$ cat src/include/sfc_defs.svh
`ifndef SFC_DEFS_SVH
`define SFC_DEFS_SVH
// Register byte offsets on the AXI4-Lite slave
`define SFC_A_CMD   8'h00
`define SFC_A_ICR   8'h04
`define SFC_A_RCR   8'h08
`define SFC_A_MODE  8'h0C
`define SFC_A_TCR   8'h10
`define SFC_A_SADR  8'h14
`define SFC_A_FLAG  8'h18
`define SFC_A_TXD   8'h1C
`define SFC_A_RXD   8'h20
`define SFC_A_ST0   8'h24
`define SFC_A_ST1   8'h28
`define SFC_A_VEC   8'h2C
// Channel commands, command register bits 5:3
`define SFC_CMD_ABORT  3'h1
`define SFC_CMD_RSTEXT 3'h2
`define SFC_CMD_CHRST  3'h3
`define SFC_CMD_NEXTRX 3'h4
`define SFC_CMD_RSTTX  3'h5
`define SFC_CMD_ERRRST 3'h6
// CRC reset codes, command register bits 7:6
`define SFC_CRC_TXPRE  2'h2
`define SFC_CRC_EOMCLR 2'h3
// Receive interrupt modes
`define SFC_RXI_OFF   2'h0
`define SFC_RXI_FIRST 2'h1
`define SFC_RXI_EVERY 2'h2
// Character length codes to bit counts
`define SFC_BITS_C0 4'h5
`define SFC_BITS_C1 4'h7
`define SFC_BITS_C2 4'h6
`define SFC_BITS_C3 4'h8
// Framing constants
`define SFC_FLAG_RST  8'h7E
`define SFC_GLOBAL    8'hFF
`define SFC_STUFF     4'h5
`define SFC_ABORT_RX  4'h7
`define SFC_ABORT_TX  5'h08
`define SFC_ONES_MAX  4'hF
`define SFC_DLY       4'h7
`define SFC_CHAR8     4'h8
`define SFC_CRC_LEN   5'h10
`define SFC_FLAG_LEN  5'h08
`define SFC_CRC_ONES  16'hFFFF
`define SFC_CRC_POLY  16'h1021
`define SFC_CRC_GOOD  16'h1D0F
// Vector cause codes
`define SFC_V_NONE 3'h0
`define SFC_V_TX   3'h1
`define SFC_V_EXT  3'h2
`define SFC_V_RX   3'h3
`define SFC_V_SPEC 3'h4
// AXI responses
`define SFC_OKAY   2'h0
`define SFC_SLVERR 2'h2
`endif

$ cat src/include/sfc_pkg.sv
package sfc_pkg;
  typedef struct packed {
    logic       awvalid;
    logic [7:0] awaddr;
    logic       wvalid;
    logic [31:0] wdata;
    logic [3:0] wstrb;
    logic       bready;
    logic       arvalid;
    logic [7:0] araddr;
    logic       rready;
  } sfc_axi_in_t;
  typedef struct packed {
    logic        awready;
    logic        wready;
    logic        bvalid;
    logic [1:0]  bresp;
    logic        arready;
    logic        rvalid;
    logic [31:0] rdata;
    logic [1:0]  rresp;
  } sfc_axi_out_t;
  typedef struct packed {
    logic [1:0] crc; logic [2:0] cmd; logic [2:0] ptr;
  } sfc_cmd_t;
  typedef struct packed {
    logic [2:0] rsv; logic [1:0] rx_mode; logic sav; logic tx_ie; logic ext_ie;
  } sfc_icr_t;
  typedef struct packed {
    logic [1:0] len; logic auto_en; logic hunt; logic crc_en; logic adr_srch;
    logic rsv; logic rx_en;
  } sfc_rcr_t;
  typedef struct packed {
    logic dtr; logic [1:0] len; logic rsv; logic tx_en; logic crc_sel;
    logic rts; logic crc_en;
  } sfc_tcr_t;
  typedef struct packed {
    logic brk; logic eom; logic cts; logic hunt; logic rsv; logic tbe;
    logic ip; logic rca;
  } sfc_st0_t;
  typedef struct packed {
    logic eof; logic crc_err; logic ovr; logic rsv; logic [2:0] res; logic sent;
  } sfc_st1_t;
  typedef enum logic [1:0] {RX_HUNT, RX_WAIT, RX_OPEN, RX_DATA} sfc_rx_e;
  typedef enum logic [2:0] {TX_MARK, TX_FLAG, TX_DATA, TX_CRC, TX_ABORT} sfc_tx_e;
  typedef struct packed {
    logic aw_got; logic [7:0] awa; logic w_got; logic [7:0] wd; logic wst;
    logic awrdy; logic wrdy; logic bvld; logic [1:0] bresp;
    logic arrdy; logic rvld; logic [7:0] rdata; logic [1:0] rresp;
  } sfc_bus_t;
  typedef struct packed {
    sfc_bus_t bus;
    logic [1:0] l_clk; logic [1:0] l_rx; logic [1:0] l_cts; logic lclk_q;
    sfc_icr_t icr; sfc_rcr_t rcr; logic [7:0] mode; sfc_tcr_t tcr;
    logic [7:0] sadr; logic [7:0] flag;
    sfc_rx_e rs; logic [7:0] win; logic [3:0] ones; logic [6:0] dly; logic [3:0] dn;
    logic [7:0] asm; logic [3:0] an; logic first; logic [15:0] crc;
    logic [7:0] rbuf; logic rca; logic ovr; logic eof; logic crcerr; logic [2:0] res;
    logic fc_arm; logic rx_pend; logic brk;
    sfc_tx_e ts; logic [7:0] tbuf; logic tbf; logic [7:0] tsh; logic [4:0] tn;
    logic [3:0] tones; logic [15:0] tcrc; logic eom; logic abt; logic opened;
    logic txd; logic rtsn; logic tx_pend; logic ext_pend; logic cts_q; logic irq;
  } sfc_st_t;
endpackage

$ cat src/hw/sfc_channel.sv
`timescale 1ns/1ps
// Behaviour
// - Hunt until first flag; rehunt by hunt bit, receiver off or address miss
// - Address search: own or global address
// - Only first character is address-matched
// - Hunt bit aborts reception, awaits flag
// - Zeros deleted, flags never enter queue
// - First-character interrupt, re-armed by command
// - Every-character interrupt; status picks vector
// - Overrun or frame end is special
// - Overrun sticky until error reset
// - Frame end sets CRC and residue valid
// - Length change hits current partial character
// - Receive CRC reset by opening flag
// - Good remainder constant else CRC error
// - CRC bytes delivered as ordinary data
// - Closing flag: special vector, residue code
// - Seven ones: abort status, status interrupt
// - Abort end raises second status interrupt
// - Transmit only with CTS, auto enable set or not
// - Flags start on enable with CTS
// - Preset command loads transmit CRC ones unless CRC select is set
// - Underrun with EOM latch clear sends CRC, then flag and buffer empty, or data at once if the buffer was refilled
// - Command field encodes the channel commands
// - Send abort emits eight ones
// - CRC covers frame, sent inverted
`include "sfc_defs.svh"
module sfc_channel (
  input  wire logic                  clk,
  input  wire logic                  arst_n,
  input  wire sfc_pkg::sfc_axi_in_t  axi_i,
  output sfc_pkg::sfc_axi_out_t      axi_o,
  input  wire logic                  link_clk,
  input  wire logic                  rx_data,
  input  wire logic                  cts_n,
  output logic                       tx_data,
  output logic                       rts_n,
  output logic                       int_req
);
  import sfc_pkg::*;

  sfc_st_t s;       // Registered state
  sfc_st_t n;       // Next state

  // Reset image shared by arst_n and the channel reset command
  function automatic sfc_st_t st_rst();
    sfc_st_t r;
    r           = '0;
    r.bus.awrdy = 1'b1;
    r.bus.wrdy  = 1'b1;
    r.bus.arrdy = 1'b1;
    r.flag      = `SFC_FLAG_RST;
    r.txd       = 1'b1;
    r.rtsn      = 1'b1;
    // Synchroniser starts at the idle pin level, so no false CTS edge
    r.l_cts     = '1;
    r.eom       = 1'b1;
    r.fc_arm    = 1'b1;
    r.tcrc      = `SFC_CRC_ONES;
    r.crc       = `SFC_CRC_ONES;
    return r;
  endfunction

  // Length code to bit count
  function automatic logic [3:0] bits_of(input logic [1:0] c);
    logic [3:0] v;
    v = `SFC_BITS_C3;
    unique case (c)
      2'h0: v = `SFC_BITS_C0;
      2'h1: v = `SFC_BITS_C1;
      2'h2: v = `SFC_BITS_C2;
      2'h3: v = `SFC_BITS_C3;
    endcase
    return v;
  endfunction

  // One CRC step, shift-left form, first line bit first
  function automatic logic [15:0] crc_step(input logic [15:0] c, input logic d);
    logic fb;
    fb = c[15] ^ d;
    return {c[14:0], 1'b0} ^ (fb ? `SFC_CRC_POLY : 16'h0000);
  endfunction

  logic       rise;   // Link clock rising edge, receive sample point
  logic       fall;   // Link clock falling edge, transmit launch point
  logic       b;      // Received line bit
  logic       cts;    // Clear-to-send, active high
  logic       fl;     // Flag pattern completes this bit
  logic       stf;    // Bit is an inserted zero
  logic       ob;     // Bit leaving the flag delay line
  logic       go;     // Transmitter allowed to run
  logic       ld;     // Transmitter needs a new unit
  logic       tb;     // Transmit line bit
  logic       chrst;  // Channel reset command seen
  logic       hit;    // Address decodes to a register
  logic       abn;    // Abort level after this bit
  logic [3:0] no;     // Ones run after this bit
  logic [3:0] ln;     // Current receive length
  logic [7:0] an;     // Assembler after this bit
  logic [7:0] chr;    // Completed character
  logic [7:0] wb;     // Write byte
  logic [7:0] ra;     // Read address
  sfc_cmd_t   cm;     // Decoded command byte
  sfc_st0_t   s0;     // Primary status image
  sfc_st1_t   s1;     // Special status image
  logic [2:0] vec;    // Interrupt cause code
  sfc_bus_t   kb;     // Bus state carried over a channel reset

  always_comb begin
    n     = s;
    rise  = 1'b0;
    fall  = 1'b0;
    b     = s.l_rx[1];
    cts   = ~s.l_cts[1];
    fl    = 1'b0;
    stf   = 1'b0;
    ob    = s.dly[0];
    go    = 1'b0;
    ld    = 1'b0;
    tb    = 1'b1;
    chrst = 1'b0;
    hit   = 1'b1;
    abn   = 1'b0;
    no    = 4'h0;
    ln    = bits_of(s.rcr.len);
    an    = s.asm;
    chr   = 8'h00;
    wb    = s.bus.wd;
    ra    = axi_i.araddr;
    cm    = sfc_cmd_t'(s.bus.wd);
    s0    = '0;
    s1    = '0;
    vec   = `SFC_V_NONE;
    kb    = s.bus;

    // Two-flop synchronisers; only the second stage is used below
    n.l_clk  = {s.l_clk[0], link_clk};
    n.l_rx   = {s.l_rx[0], rx_data};
    n.l_cts  = {s.l_cts[0], cts_n};
    n.lclk_q = s.l_clk[1];
    rise     = s.l_clk[1] & ~s.lclk_q;
    fall     = ~s.l_clk[1] & s.lclk_q;

    // Status images, used by the status register reads only
    s0.rca  = s.rca;
    s0.ip   = s.irq;
    s0.tbe  = ~s.tbf;
    s0.hunt = (s.rs == RX_HUNT);
    s0.cts  = cts;
    s0.eom  = s.eom;
    s0.brk  = s.brk;
    s1.sent = (s.ts == TX_MARK);
    s1.res  = s.res;
    s1.ovr  = s.ovr;
    s1.crc_err = s.crcerr;
    s1.eof  = s.eof;
    // Fixed priority; distinct codes only with status affects vector
    if (s.icr.rx_mode != `SFC_RXI_OFF && (s.ovr || s.eof)) begin
      vec = `SFC_V_SPEC;
    end else if (s.rx_pend) begin
      vec = `SFC_V_RX;
    end else if (s.ext_pend) begin
      vec = `SFC_V_EXT;
    end else if (s.tx_pend) begin
      vec = `SFC_V_TX;
    end
    if (!s.icr.sav) begin
      vec = `SFC_V_NONE;
    end

    // Write address and data are taken independently
    if (axi_i.awvalid && s.bus.awrdy) begin
      n.bus.aw_got = 1'b1;
      n.bus.awa    = axi_i.awaddr;
    end
    if (axi_i.wvalid && s.bus.wrdy) begin
      n.bus.w_got = 1'b1;
      n.bus.wd    = axi_i.wdata[7:0];
      n.bus.wst   = axi_i.wstrb[0];
    end
    if (s.bus.bvld && axi_i.bready) begin
      n.bus.bvld = 1'b0;
    end

    // Register write once both halves are held
    if (s.bus.aw_got && s.bus.w_got && !s.bus.bvld) begin
      n.bus.aw_got = 1'b0;
      n.bus.w_got  = 1'b0;
      n.bus.bvld   = 1'b1;
      unique case (s.bus.awa)
        `SFC_A_CMD, `SFC_A_ICR, `SFC_A_RCR, `SFC_A_MODE, `SFC_A_TCR,
        `SFC_A_SADR, `SFC_A_FLAG, `SFC_A_TXD: hit = 1'b1;
        default: hit = 1'b0;
      endcase
      n.bus.bresp = hit ? `SFC_OKAY : `SFC_SLVERR;
      // Only byte lane 0 holds register bits
      if (hit && s.bus.wst) begin
        unique case (s.bus.awa)
          `SFC_A_CMD: begin
            unique case (cm.cmd)
              `SFC_CMD_ABORT:  n.abt = 1'b1;
              `SFC_CMD_RSTEXT: n.ext_pend = 1'b0;
              `SFC_CMD_CHRST:  chrst = 1'b1;
              `SFC_CMD_NEXTRX: n.fc_arm = 1'b1;
              `SFC_CMD_RSTTX:  n.tx_pend = 1'b0;
              `SFC_CMD_ERRRST: begin
                n.ovr    = 1'b0;
                n.eof    = 1'b0;
                n.crcerr = 1'b0;
              end
              default: ;
            endcase
            if (cm.crc == `SFC_CRC_TXPRE && !s.tcr.crc_sel) begin
              n.tcrc = `SFC_CRC_ONES;
            end
            if (cm.crc == `SFC_CRC_EOMCLR) begin
              n.eom = 1'b0;
            end
          end
          `SFC_A_ICR:  n.icr = sfc_icr_t'(wb);
          `SFC_A_RCR: begin
            n.rcr = sfc_rcr_t'(wb);
            if (n.rcr.hunt) begin
              n.rs = RX_HUNT;
              n.dn = 4'h0;
              n.an = 4'h0;
            end
          end
          `SFC_A_MODE: n.mode = wb;
          `SFC_A_TCR:  n.tcr = sfc_tcr_t'(wb);
          `SFC_A_SADR: n.sadr = wb;
          `SFC_A_FLAG: n.flag = wb;
          // Writes to a full buffer are dropped
          default: begin
            if (!s.tbf) begin
              n.tbuf    = wb;
              n.tbf     = 1'b1;
              n.tx_pend = 1'b0;
            end
          end
        endcase
      end
    end

    // Read answers in the cycle after the address is taken
    if (s.bus.rvld && axi_i.rready) begin
      n.bus.rvld = 1'b0;
    end
    if (axi_i.arvalid && s.bus.arrdy) begin
      n.bus.rvld  = 1'b1;
      n.bus.rresp = `SFC_OKAY;
      n.bus.rdata = 8'h00;
      unique case (ra)
        `SFC_A_ICR:  n.bus.rdata = s.icr;
        `SFC_A_RCR:  n.bus.rdata = s.rcr;
        `SFC_A_MODE: n.bus.rdata = s.mode;
        `SFC_A_TCR:  n.bus.rdata = s.tcr;
        `SFC_A_SADR: n.bus.rdata = s.sadr;
        `SFC_A_FLAG: n.bus.rdata = s.flag;
        `SFC_A_ST0:  n.bus.rdata = s0;
        `SFC_A_ST1:  n.bus.rdata = s1;
        `SFC_A_VEC:  n.bus.rdata = {5'h00, vec};
        // Reading data empties the holding register
        `SFC_A_RXD: begin
          n.bus.rdata = s.rbuf;
          n.rca       = 1'b0;
          n.rx_pend   = 1'b0;
        end
        `SFC_A_CMD, `SFC_A_TXD: ;
        default: n.bus.rresp = `SFC_SLVERR;
      endcase
    end

    // Receiver, one bit per link rising edge
    if (!s.rcr.rx_en) begin
      n.rs = RX_HUNT;
      n.dn = 4'h0;
      n.an = 4'h0;
    end else if (rise) begin
      no     = b ? ((s.ones == `SFC_ONES_MAX) ? s.ones : s.ones + 4'h1) : 4'h0;
      n.ones = no;
      n.win  = {b, s.win[7:1]};
      fl     = ({b, s.win[7:1]} == s.flag);
      stf    = ~b && (s.ones == `SFC_STUFF);
      abn    = (no >= `SFC_ABORT_RX);
      n.brk  = abn;
      if (abn != s.brk && s.icr.ext_ie) begin
        n.ext_pend = 1'b1;
      end
      if (fl) begin
        if (s.rs == RX_DATA) begin
          n.eof = 1'b1;
          n.crcerr = (s.crc != `SFC_CRC_GOOD);
          n.res = s.an[2:0];
        end
        if (s.rs != RX_HUNT || s.rs == RX_HUNT) begin
          n.crc = `SFC_CRC_ONES;
        end
        n.rs    = RX_OPEN;
        n.dn    = 4'h0;
        n.an    = 4'h0;
        n.first = 1'b1;
      end else if (abn && (s.rs == RX_OPEN || s.rs == RX_DATA)) begin
        // Aborted frame waits for a flag without hunt status
        n.rs = RX_WAIT;
        n.dn = 4'h0;
        n.an = 4'h0;
      end else if (!stf && (s.rs == RX_OPEN || s.rs == RX_DATA)) begin
        // flag bits held back in delay
        n.dly = {b, s.dly[6:1]};
        if (s.dn != `SFC_DLY) begin
          n.dn = s.dn + 4'h1;
        end else begin
          n.rs = RX_DATA;
          an   = {ob, s.asm[7:1]};
          n.asm = an;
          n.an  = s.an + 4'h1;
          n.crc = crc_step(s.crc, ob);
          if (s.an + 4'h1 >= ln) begin
            chr  = an >> (`SFC_CHAR8 - ln);
            n.an = 4'h0;
            if (s.first && s.rcr.adr_srch && chr != s.sadr && chr != `SFC_GLOBAL) begin
              n.rs = RX_HUNT;
              n.dn = 4'h0;
            end else begin
              n.first = 1'b0;
              // overrun accumulates
              // A read in this very cycle saves the old character
              if (n.rca) begin
                n.ovr = 1'b1;
              end
              n.rbuf = chr;
              n.rca  = 1'b1;
              if (s.fc_arm && s.icr.rx_mode == `SFC_RXI_FIRST) begin
                n.rx_pend = 1'b1;
                n.fc_arm  = 1'b0;
              end
            end
          end
        end
      end
    end
    if (s.icr.rx_mode == `SFC_RXI_EVERY && n.rca) begin
      n.rx_pend = 1'b1;
    end

    // Clear-to-send change is a status event
    n.cts_q = cts;
    if (cts != s.cts_q && s.icr.ext_ie) begin
      n.ext_pend = 1'b1;
    end

    // Transmitter, one bit per link falling edge
    // CTS gates the transmitter, auto enable or not
    go = s.tcr.tx_en && (cts || !s.rcr.auto_en);
    go = go && cts;
    if (fall) begin
      if (s.abt) begin
        n.abt    = 1'b0;
        n.ts     = TX_ABORT;
        n.tn     = `SFC_ABORT_TX;
        n.tsh    = `SFC_GLOBAL;
        // Leading zero caps the ones run whatever went out before
        n.txd    = 1'b0;
        n.opened = 1'b0;
      end else if (s.ts == TX_MARK) begin
        n.txd = 1'b1;
        ld    = go;
      end else if ((s.ts == TX_DATA || s.ts == TX_CRC) && s.tones == `SFC_STUFF) begin
        // Inserted zero, unit not advanced
        n.txd   = 1'b0;
        n.tones = 4'h0;
      end else begin
        tb      = (s.ts == TX_CRC) ? ~s.tcrc[15] : s.tsh[0];
        n.txd   = tb;
        n.tones = (tb && (s.ts == TX_DATA || s.ts == TX_CRC)) ? s.tones + 4'h1 : 4'h0;
        n.tsh   = {1'b1, s.tsh[7:1]};
        n.tn    = s.tn - 5'h01;
        if (s.ts == TX_DATA && s.tcr.crc_en) begin
          n.tcrc = crc_step(s.tcrc, tb);
        end
        if (s.ts == TX_CRC) begin
          n.tcrc = {s.tcrc[14:0], 1'b0};
        end
        ld = (s.tn == 5'h01);
      end
    end
    // Next unit: data, CRC, flag or marking
    if (ld) begin
      n.tsh = s.flag;
      n.tn  = `SFC_FLAG_LEN;
      if (!go) begin
        n.ts = TX_MARK;
      end else if (s.tbf && s.ts != TX_MARK && s.ts != TX_ABORT) begin
        // A frame opens with a flag after mark or abort, but straight after CRC with no flag
        n.ts     = TX_DATA;
        n.tsh    = s.tbuf;
        n.tn     = {1'b0, bits_of(s.tcr.len)};
        n.tbf    = 1'b0;
        n.opened = 1'b1;
        n.tx_pend = s.icr.tx_ie;
      end else if (s.ts == TX_DATA && !s.eom) begin
        // underrun with latch clear sends CRC
        n.ts  = TX_CRC;
        n.tn  = `SFC_CRC_LEN;
        n.eom = 1'b1;
        n.ext_pend = n.ext_pend | s.icr.ext_ie;
      end else if (s.ts == TX_CRC) begin
        n.ts      = TX_FLAG;
        n.opened  = 1'b0;
        n.tx_pend = n.tx_pend | s.icr.tx_ie;
      end else begin
        n.ts     = TX_FLAG;
        n.opened = 1'b0;
      end
    end

    // Channel reset keeps the bus handshake intact
    // The write path has already queued the OKAY answer in n.bus
    if (chrst) begin
      kb    = n.bus;
      n     = st_rst();
      n.bus = kb;
    end

    // Handshake readies follow the held state
    n.bus.awrdy = ~n.bus.aw_got & ~n.bus.bvld;
    n.bus.wrdy  = ~n.bus.w_got & ~n.bus.bvld;
    n.bus.arrdy = ~n.bus.rvld;
    n.rtsn      = ~n.tcr.rts;
    // special only with receive interrupts on
    n.irq = n.ext_pend | n.tx_pend | n.rx_pend |
            ((n.icr.rx_mode != `SFC_RXI_OFF) & (n.ovr | n.eof));
  end

  // State register
  always_ff @(posedge clk or negedge arst_n) begin
    if (!arst_n) begin
      s <= st_rst();
    end else begin
      s <= n;
    end
  end

  // Outputs are flop bits
  assign axi_o.awready = s.bus.awrdy;
  assign axi_o.wready  = s.bus.wrdy;
  assign axi_o.bvalid  = s.bus.bvld;
  assign axi_o.bresp   = s.bus.bresp;
  assign axi_o.arready = s.bus.arrdy;
  assign axi_o.rvalid  = s.bus.rvld;
  assign axi_o.rdata   = {24'h000000, s.bus.rdata};
  assign axi_o.rresp   = s.bus.rresp;
  assign tx_data       = s.txd;
  assign rts_n         = s.rtsn;
  assign int_req       = s.irq;
endmodule

$ cat config.mk
export PLATFORM = sky130hd
export DESIGN_NAME = sfc_channel
export DESIGN_NICKNAME = d
export VERILOG_FILES = /design/src/include/sfc_pkg.sv /design/src/hw/sfc_channel.sv
export VERILOG_INCLUDE_DIRS = /design/src /design/src/include
export SDC_FILE = /design/constraint.sdc
export NUM_CORES = 1
export LEC_CHECK = 0
export BUFFER_PORTS_ARGS = -buffer_cell sky130_fd_sc_hd__buf_2
export CORE_MARGIN = 2
export CORE_UTILIZATION = 40
export CTS_CLUSTER_DIAMETER = 100
export CTS_CLUSTER_SIZE = 12
export DETAILED_ROUTE_END_ITERATION = 10
export PLACE_DENSITY = 0.59
export REMOVE_ABC_BUFFERS = 1
export SYNTH_ARGS = -nofsm -noshare
export SYNTH_HDL_FRONTEND = slang
export SYNTH_SLANG_ARGS = --single-unit
$ cat constraint.sdc
create_clock -name clk -period 9.2 [get_ports clk]
set_clock_uncertainty 0.05 [all_clocks]
set_input_delay 0 -clock clk [delete_from_list [all_inputs] [get_ports clk]]
set_output_delay 0 -clock clk [all_outputs]
set_load 0.03 [all_outputs]
Yosys cells after proc, flatten, opt, wreduce, memory -nomap -nowiden. Memory sizes are Yosys's and may differ from the RTL's. Cells that the tools add are included.

Memories kept: 1. Register bits: 217. Memory bits (read-only): 32. Bits of input ports: 62.

Add/sub/neg operators: 6. Mux-type cells: 170. Reduce and logical (&&, ||, !) cells: 88. Equality and inequality tests: 63. Order comparisons: 2. Bitwise logic cells: 26. Shift-type cells: 1.

Memory list: (no name shown) (depth 32, width 1, read ports 1, clocked after memory_dff 0, write ports 0, line sfc_channel.sv:190) `unique case (s.bus.awa)`.

Operators by type and width (count): $mux W181 (1); $mux W50 (3); $mux W16 (5); $mux W4 (20); $pmux W8 S10 (1); $mux W72 (1); $mux W8 (9); $mux W33 (2); $eq A8 B5 Y1 const B (7); $mux W2 (28); $mux W18 (3); $mux W9 (6); $mux W1 (53); $mux W13 (4); $mux W10 (4); $mux W39 (1); $reduce_bool A2 Y1 (18); $mux W35 (1); $mux W3 (11); $eq A8 B4 Y1 const B (4); $eq A8 B6 Y1 const B (4); $pmux W4 S4 (2); $xor A16 B13 Y16 (2); $logic_and A1 B1 Y1 (28); 55 further kinds (138).

Depth between registers and ports, before layout. Gate-level depths: netlist of run 1.

Word-level depth: 21. Mapped depth: 14. Gate-level depth less buffers: 11.

Worst setup path after synthesis of run 1. OpenSTA, ideal clock, no wires.

Kind: reg-to-reg. From: reg s[165] (netlist name). To: reg s[64] (netlist name). Arrival: 2984 ps. Buffers on the path: 2. Setup slack: 6044 ps. Stages on the path, launching flop included: 13. Path through: dfrtp_1 > buf_2 > inv_1 > ha_1 > nor4b_4 > xor2_1 > or4_1 > a211oi_1 > and4b_2 > a31oi_2 > nand2b_4 > buf_6 > a32o_1.

Longest elaborated chain between the ends: 13.

Ends and longest elaborated chain: start, declared (line sfc_channel.sv:42) `sfc_st_t s;`; start signal, assigned (line sfc_channel.sv:439) `s <= st_rst();`; start signal, assigned (line sfc_channel.sv:441) `s <= n;`; $eq A2 B2 Y1, or another cell as far along (line sfc_channel.sv:68) `unique case (c)`; $pmux W4 S4 * (line sfc_channel.sv:68); $sub A4 B4 Y4 (no line); $shr A8 B4 Y8 (line sfc_channel.sv:320) `` chr = an >> (`SFC_CHAR8 - ln); ``; $mux W10 (line sfc_channel.sv:322) `` if (s.first && s.rcr.adr_srch && chr != s.sadr && chr != `SFC_GLOBAL) begin ``; $mux W10 (line sfc_channel.sv:319) `if (s.an + 4'h1 >= ln) begin`; $mux W39 (line sfc_channel.sv:311) `` if (s.dn != `SFC_DLY) begin ``; $mux W50 (line sfc_channel.sv:308) `end else if (!stf && (s.rs == RX_OPEN || s.rs == RX_DATA)) begin`; $mux W27 (line sfc_channel.sv:303) `end else if (abn && (s.rs == RX_OPEN || s.rs == RX_DATA)) begin`; $mux W10 (line sfc_channel.sv:290) `if (fl) begin`; $mux W72 (line sfc_channel.sv:279) `end else if (rise) begin`; $mux W35 (line sfc_channel.sv:275) `if (!s.rcr.rx_en) begin`; $mux W181 (line sfc_channel.sv:420) `if (chrst) begin`.

Every way passes the cells marked *; elsewhere a longest branch is shown, timed or not. The select of a mux whose other input is x is not followed. A chain may end at the register's enable or synchronous reset.

==> impl_metrics.ini, run 1 <==
[cts]
cts_resized = 0
cts-root-buf = clkbuf_16
clkTransAtPathRegs_ns = 0.07
numCtsBuffers = 21
cts_hold_buf = 27
htree_levels = 1
insertion_delay_ns = 0.52
cts_setup_buffers = 0
cts_tree = done
cts_sinks = 212
clock_path_buffers = 3

[synthesis]
yosysSeqAreaShare_pct = 47.3
async_flop_share_pct = 100
post-synth-top-count-cell = dfrtp_1
synth-adder-area-share_pct = 2.21
synth_edf_count = 0
yosysUniqueCellTypes = 90
synth_top_area_share_pct = 36.4
yosys_warnings = 0
synth_seq_cells = 212
synth_top_family_by_area = compound AO/OA/AOI/OAI gates
postSynthCellCount = 1175
synth_common_cells = 165 x dfrtp_1, 125 x nand2_1, 107 x nor2_1
synth_compound_area_share_pct = 20.5
synth_area_sq_um = 11300
ys.flop_type = dfrtp_1
synth_largest_area_cell = dfrtp_1
synth_simple_gate_area_share_pct = 17.7
ys_top_cells_by_area = dfrtp_1 36%, dfstp_2 11%, a22o_1 4.6%, nand2_1 4.1%, a21oi_1 3.7%
synth-xor-area-share_pct = 1.93
synthMuxAreaShare_pct = 4.18
syn_avg_cell_area_sq_um = 9.65

[critical_path]
worstRegToRegCells = 10
worst_ep_arrival_time_ns = 4.26
r2r_start = s[165]
worstReg2RegEnd = s[56]
critPathCaptureType = register
worstSetupEndpoint = s[56]
worstSetupPathType = register to register
startpoint_type = register
crit_start = s[165]
crit_required_ns = 9.58
path_max_fanout = 15
r2r_slack_ns = 5.33

[die]
die_width_um = 172
core-area_sq_um = 27900
initial_core_util_pct = 40.7
fp.dieH_um = 172
dieArea_sq_um = 29700
std_cell_rows = 61
num_io_pins = 106

[finish]
num-fill-cells = 2680
syn2layout_area_growth_pct = 10.5
drive_gt1_share_pct = 14.3
fin_util_pct = 45.0
diodes = 0
layout.area.seq_sq_um = 5360
final_area_sq_um = 12500
nets = 1289
multiInputGateArea_sq_um = 5380
final_cells = 1599

[placed_design]
placed_cell_area_sq_um = 11600
place.gp.congestion = 0.855
port_buffers = 52
dp_hpwl_mm = 20.0
placed_cells = 1535

[global_route]
antenna_found_initial = 1
grt_pass1_wl_mm = 46.3
grt-ovfl-total = 0
grtUsageTotal_pct = 19.8
grt_pass1_vias = 8427
grt_max_degree = 134

[power]
p_leak_nw = 5.41
vdd_drop_max_mv = 0.170
pwr_density_cell_nw_per_um2 = 180

[drt]
drtIter0Drc = 712
wl_mm = 29.0
ant_nets = 0
vias_per_cell = 5.56
drtPass1Iterations = 5
wl_per_cell_um = 18.1
drc_errors = 0
vias = 8895

[sta]
timing.final.crit_period_ns = 3.87
max_freq_ghz = 0.258
max_slew.worst_pin.slew_ns = 1.13
setup_viol_count_final = 0
slew_headroom_pct = 24.9
fin_crit_sh_pct = 42.1
hold_viol = 0
final_max_slew_viol_count = 0
rsz0062_at_grt = no
tns_ns = 0

[run_status]
status = completed

[run]
maxCapViolCount = 0

[hold_path]
hold_path_class = input pin to register
-- worst max-delay path, stage by stage, from the launching register on --
cell,delay [ns]
dfrtp_1,0.66
inv_1,0.17
ha_1,0.50
nor4b_4,0.49
xor2_1,0.11
or4_1,0.41
a211oi_1,0.26
and4b_2,0.32
a31oi_2,0.19
nand2b_4,0.27
a221o_1,0.37
-- stage by stage --
step	hold WS [ns]	setup WS, ns	total power [mW]
after floorplan	-0.346	5.58	1.30
after global placement	0.115	5.41	1.44
after detailed placement	0.121	5.39	1.44
after CTS	0.0369	5.38	2.28
after global routing	0.121	5.12	2.36
final	0.0626	5.33	2.25
-- worst min-delay path by stage --
stage | startpoint | endpoint | slack [ns] | cells after the start
final | axi_i[47] | axi_o[39] | 0.06 | 3
after global routing | axi_i[47] | axi_o[39] | 0.12 | 3
after CTS | axi_i[47] | axi_o[39] | 0.04 | 3
after detailed placement | axi_i[56] | axi_o[40] | 0.12 | 2
after global placement | axi_i[56] | axi_o[40] | 0.12 | 2
after floorplan | arst_n | axi_o[1] | -0.35 | 0
-- power breakdown --
group | leakage (nW) | switching (mW) | total (mW) | internal [mW]
logic | 2.41 | 0.168 | 0.281 | 0.113
clock network | 0.294 | 0.356 | 0.812 | 0.456
registers | 2.70 | 0.144 | 1.16 | 1.02
-- per-layer routing --
metal / track usage (%) / up-vias / share of wire (%) / wire, um
li1: - / 4281 / - / -
met1: 29.6 / 4358 / 49 / 14100
met4: 4.24 / 0 / 1.1 / 331
met5: 0 / - / 0 / 0
met2: 30.3 / 234 / 45 / 12900
met3: 2.88 / 22 / 5.5 / 1580
-- cells by family after synthesis --
family                     after synthesis
and+or+nand+nor                        402
AOI/OAI and AO/OA                      341
DFF                                    212
buffers and inverters                  129
muxes                                   45
xor gates and xnor gates                25
adders and majority gates               20
other                                    1
-- cells in the final DEF, fill, tap and decap left out, types with 13 or more instances in the layout --
cell	Yosys	routed
dfrtp_1	165	165
nand2_1	125	125
nor2_1	107	107
a21oi_1	84	84
a22o_1	59	59
o21ai_0	56	56
buf_2	11	51
dfstp_2	47	47
nor3_1	38	38
nand3_1	31	31
dlygate4sd3_1	0	27
inv_1	26	26
mux2i_1	26	26
o22ai_1	26	26
conb_1	1	26
clkbuf_16	0	21
ha_1	20	20
mux2_2	19	19
xnor2_1	14	14
clkbuf_1	36	14
nor2b_1	13	13
a31oi_1	13	13
-- flip-flops by register name, summed over array words and instances (netlist names) --
name     count
tx_data      1
cm           8
axi_o       15
b            1
ob           1
int_req      1
rts_n        1
s          184
-- cell type report --
cell class              count  share of cell area [%]
flip-flops and latches    212                    42.8
inverters                  26                   0.779
clock buffers              35                    4.61
well taps                 378                    3.77
multi-input cells         859                    42.9
clock inverters             2                   0.310
repair buffers             87                    4.79
(Power assumes the default switching activity.)
==> run 2: changes to the inputs <==
--- a/config.mk
+++ b/config.mk
@@ -12,7 +12,7 @@
 export CTS_CLUSTER_DIAMETER = 100
 export CTS_CLUSTER_SIZE = 12
 export DETAILED_ROUTE_END_ITERATION = 10
-export PLACE_DENSITY = 0.59
+export PLACE_DENSITY = 0.61
 export REMOVE_ABC_BUFFERS = 1
 export SYNTH_ARGS = -nofsm -noshare
 export SYNTH_HDL_FRONTEND = slang
==> constraint.sdc (replaced) <==
create_clock -name clk -period 3.35 [get_ports clk]
set_clock_uncertainty 0.05 [all_clocks]
set_input_delay 0 -clock clk [delete_from_list [all_inputs] [get_ports clk]]
set_output_delay 0 -clock clk [all_outputs]
set_load 0.03 [all_outputs]
==> run 2 against run 1 <==
Count of clock-buffer cells in the layout rose by 2. Global-route usage increased by 0.89 points. Sequential share of layout area down 1.4 points. Power grew to 2.8 times the previous value. Worst hold slack got worse by 0.0072 ns. Via count up 4.7%. Cell area increased by 3.3%. Clock power rose to 2.7 times the previous value. Final cell count increased by 3.0%. Largest cell class unchanged. Maximum frequency is 24% higher. Core utilization grew 1.5 points.
==> impl_metrics.ini, run 2 (synthesized netlist as in run 1, its figures left out) <==
[critical_path]
worst_ep_arrival_time_ns = 3.48
cp_top_family = compound AO/OA/AOI/OAI gates
cp_cell_sequence = inv_1 -> ha_1 -> or4b_4 -> a21boi_1 -> o211ai_1 -> a211oi_2 -> and4b_2 -> a211oi_2 -> buf_4 -> a21o_1 -> a311oi_1
worstReg2RegEnd = s[124]
cp.depth = 11
r2r_start = s[165]
slowest_delay_ns = 0.61
path_common_cell = a211oi_2
worstRegToRegCells = 11
r2r_slack_ns = 0.23
critPathCaptureType = register
worstSetupPathType = register to register
slowest_stage = or4b_4
path_max_fanout = 9
crit_required_ns = 3.71
critical_path_buf_inv_count = 2
startpoint_type = register

[drt]
ant_nets = 0
vias_per_cell = 5.65
vias = 9309
drtPass1Iterations = 7
dr_wl_met3_mm = 2.04
drtIter0Drc = 857
dr.max_layer_used = met4
wl_mm = 30.1
wl_per_cell_um = 18.3
drc_errors = 0
wl_met1_mm = 14.4
wl_met2_mm = 13.1

[finish]
nets = 1336
most-common-layout-cells = 165 x dfrtp_1, 125 x nand2_1, 107 x nor2_1, 83 x a21oi_1, 59 x a22o_1
syn2layout_area_growth_pct = 14.1
diodes = 0
top_register = s
final_cells = 1647
final_area_sq_um = 12900
drive_gt1_share_pct = 17.5
mostFrequentLayoutCell = dfrtp_1
largest_reg_flops = 184

[cts]
cts-root-buf = clkbuf_16
clkTransAtPathRegs_ns = 0.07
clock_path_buffers = 3
htree_levels = 1
insertion_delay_ns = 0.51
cts_tree = done
cts_sinks = 212
numCtsBuffers = 21
cts_setup_buffers = 0

[power]
p_leak_nw = 5.65
vdd_drop_max_mv = 0.467
pwr_density_cell_nw_per_um2 = 483
power.total_mw = 6.26

[placed_design]
placed_cells = 1580
dp_hpwl_mm = 21.1
port_buffers = 52
place.gp.congestion = 0.873
placed_cell_area_sq_um = 12000

[die]
core-area_sq_um = 27900
die_width_um = 172
num_io_pins = 106
fp.dieH_um = 172
dieArea_sq_um = 29700
initial_core_util_pct = 40.7
std_cell_rows = 61

[sta]
max_slew.worst_pin.slew_ns = 1.02
fin_crit_sh_pct = 93.2
rsz0062_at_grt = no
tns_ns = 0
slew_headroom_pct = 31.8
final_max_slew_viol_count = 0
holdWs_ns = 0.0554
max_freq_ghz = 0.320
hold_viol = 0
setup_viol_count_final = 0
timing.final.crit_period_ns = 3.12

[global_route]
grt_max_degree = 120
grt_pass1_wl_mm = 48.7
grtUsageTotal_pct = 20.6
grt_pass1_vias = 8854
antenna_found_initial = 0
grt-ovfl-total = 0

[run]
maxCapViolCount = 0

[hold_path]
hold_path_class = input pin to register
min_path_cells = 3
hold_start = axi_i[47]
hold_end = axi_o[39]

[run_status]
status = completed
==> run 2: metrics by stage <==
stage | utilization, % | setup slack, ns
3_3_place_gp | 43.1 | 0.158
3_5_place_dp | 43.1 | 0.0980
2_1_floorplan | - | -0.270
5_1_grt | 46.4 | 0.00242
6_report | 46.4 | 0.229
4_1_cts | 46.3 | 0.0772
==> run 2: power by group <==
group          total [mW]  internal (mW)  switching, mW
clock                2.23           1.23           1.00
combinational       0.950          0.357          0.593
sequential           3.08           2.80          0.279
total                6.26           4.38           1.87
==> run 2: repair_timing <==
item | in CTS | in global routing
gates resized for setup | 0 | 7
hold endpoints to repair | 127 | 0
endpoints found under the setup margin | 0 | 12
hold buffers | 28 | 0
==> run 2: tightest hold or removal path: stages <==
cell and delay, ns:
buf_2 0.08, nand2_1 0.27, nor3b_1 0.26
==> run 2: worst max-delay path by stage <==
stage	startpoint	slack, ns	end
2_1_floorplan	s[214]	-0.27	s[31]
3_3_place_gp	s[164]	0.16	s[56]
3_5_place_dp	s[165]	0.1	s[56]
4_1_cts	s[165]	0.08	s[56]
5_1_grt	s[112]	0.002	s[70]
6_report	s[165]	0.23	s[124]
==> run 2: metal layers <==
layer	track usage, %	vias up
li1	-	4376
met1	30.6	4563
met2	31.5	328
met3	3.27	42
met4	4.97	0
met5	0	-
==> run 2: final cells by class <==
class / count / area [sq um]
clock buffer: 37 / 607
timing repair buffer: 133 / 973
multi-input combinational: 860 / 5420
fill: 2650 / 14900
clock inverter: 1 / 8.76
sequential: 212 / 5360
tap: 378 / 473
inverter: 26 / 97.6
==> run 3: changes to the inputs <==
--- a/config.mk
+++ b/config.mk
@@ -7,7 +7,6 @@
 export NUM_CORES = 1
 export LEC_CHECK = 0
 export BUFFER_PORTS_ARGS = -buffer_cell sky130_fd_sc_hd__buf_2
-export CORE_MARGIN = 2
 export CORE_UTILIZATION = 40
 export CTS_CLUSTER_DIAMETER = 100
 export CTS_CLUSTER_SIZE = 12
==> run 3 against run 2 <==
The flow now finishes with violations (hold timing). Via count fell by 0.48%. Critical path depth fell by 1. Clock power fell by 3%. Non-clock buffer count fell by 8. Sequential cell count did not move. First-iteration DRC count rose by 0.47%.
==> impl_metrics.ini, run 3 (synthesized netlist as in run 1, its figures left out) <==
[run_status]
status = finished, violations left
violations = hold timing

[run]
maxCapViolCount = 0

[finish]
drive_gt1_share_pct = 16.8
mostFrequentLayoutCell = dfrtp_1
nets = 1327
num-fill-cells = 2629
fin_util_pct = 46.1
largest_reg_flops = 184
most-common-layout-cells = 165 x dfrtp_1, 125 x nand2_1, 107 x nor2_1, 83 x a21oi_1, 59 x a22o_1
syn2layout_area_growth_pct = 13.1
top_register = s
diodes = 0

[critical_path]
crit_required_ns = 3.73
startpoint_type = register
worst_ep_arrival_time_ns = 3.52
worstReg2RegEnd = s[56]
critical_path_buf_inv_count = 1
worstRegToRegCells = 10
cp_cell_sequence = inv_1 -> ha_2 -> or4b_4 -> a21boi_1 -> o211ai_1 -> a211oi_1 -> and4b_2 -> a31oi_2 -> nand2b_4 -> a221o_1
r2r_slack_ns = 0.21
cp_top_family = simple AND/OR/NAND/NOR gates
critPathCaptureType = register
worstSetupPathType = register to register
slowest_delay_ns = 0.56
r2r_start = s[165]
cp.depth = 10
slowest_stage = or4b_4
path_max_fanout = 11

[cts]
clkTransAtPathRegs_ns = 0.06
cts_sinks = 212
htree_levels = 1
clock_path_buffers = 3
cts_tree = done
cts-root-buf = clkbuf_16
cts_setup_buffers = 0
numCtsBuffers = 21
insertion_delay_ns = 0.50

[power]
p_leak_nw = 5.59
combPwrFrac_pct = 14.8
power.switching_mw = 1.87
vdd_drop_max_mv = 0.464
pwr_density_cell_nw_per_um2 = 482
internal_power_mw = 4.31
p_clk_share_pct = 35.0
seqPwrFrac_pct = 50.2
p_sw_share_pct = 30.2

[sta]
rsz0062_at_grt = no
max_slew.worst_pin.slew_ns = 1.14
max_freq_ghz = 0.318
slew_headroom_pct = 23.6
setup_viol_count_final = 0
holdWs_ns = -0.0214
hold_viol = 7
timing.final.crit_period_ns = 3.14
fin_crit_sh_pct = 93.8
final_max_slew_viol_count = 0

[global_route]
use_met1_pct = 31.1
use_met2_pct = 31.6
grt_pass1_vias = 8708
grtUsageMet3_pct = 2.84
grt-ovfl-total = 0
busiest_layer = met2
antenna_found_initial = 0
grt_pass1_wl_mm = 47.7
grtUsageTotal_pct = 20.8
grt_max_degree = 101

[die]
fp.dieH_um = 170
initial_core_util_pct = 40.7
dieArea_sq_um = 29000
core-area_sq_um = 27900
std_cell_rows = 61
num_io_pins = 106
die_width_um = 170

[drt]
drc_errors = 0
ant_nets = 0
drtIter0Drc = 861
wl_mm = 29.7
drtPass1Iterations = 6
vias_per_cell = 5.66
vias = 9264
wl_per_cell_um = 18.2

[placed_design]
dp_hpwl_mm = 20.8
place.gp.congestion = 0.892
port_buffers = 52

[hold_path]
hold_path_class = input pin to async pin
-- run 3: repair_timing --
item	in CTS	in global routing
hold buffers	28	0
resized for setup	0	4
endpoints found under the hold margin	102	0
setup endpoints to repair	0	11
-- run 3: area by class of cell --
cell class                      count  area, sq um  area share, %
Clock inverter                      2         13.8          0.107
Sequential cell                   212         5360           41.8
Multi-Input combinational cell    859         5380           41.9
Clock buffer                       35          578           4.51
Timing Repair Buffer              125          926           7.22
Tap cell                          378          473           3.69
Inverter                           26         97.6          0.761
-- run 3: power by group through the flow --
stage | clock (mW) | combinational (mW) | sequential (mW)
6_report | 2.16 | 0.914 | 3.10
2_1_floorplan | 0 | 0.422 | 3.14
3_3_place_gp | 0 | 0.858 | 3.13
5_1_grt | 2.32 | 0.988 | 3.13
3_5_place_dp | 0 | 0.875 | 3.13
4_1_cts | 2.22 | 0.912 | 3.09
-- run 3: worst max path at each step --
stage / start / endpoint / slack [ns]
final: s[165] / s[56] / 0.21
after global routing: s[165] / s[125] / 0.03
after CTS: s[164] / s[56] / 0.19
after detailed placement: s[164] / s[56] / 0.21
after global placement: s[164] / s[56] / 0.19
after floorplan: s[214] / s[31] / -0.27
-- run 3: layer usage --
metal  wire length (um)  up-vias  share of wire [%]
li1                   -     4355                  -
met1              14600     4562                 49
met2              13000      313                 44
met3               1700       34                5.7
met4                466        0                1.6
met5                  0        -                  0
-- run 3: per-stage QoR --
| step | instances | total power [mW] | area, sq um | TNS (ns) | setup slack (ns) |
|---|---|---|---|---|---|
| global route | 1637 | 6.43 | 12800 | 0 | 0.0296 |
| detailed placement | 1572 | 4.01 | 12000 | 0 | 0.208 |
| floorplan | 1097 | 3.57 | 10800 | -1.05 | -0.270 |
| finish | 1637 | 6.18 | 12800 | 0 | 0.209 |
| CTS | 1637 | 6.22 | 12800 | 0 | 0.188 |
| global placement | 1572 | 3.99 | 12000 | 0 | 0.191 |
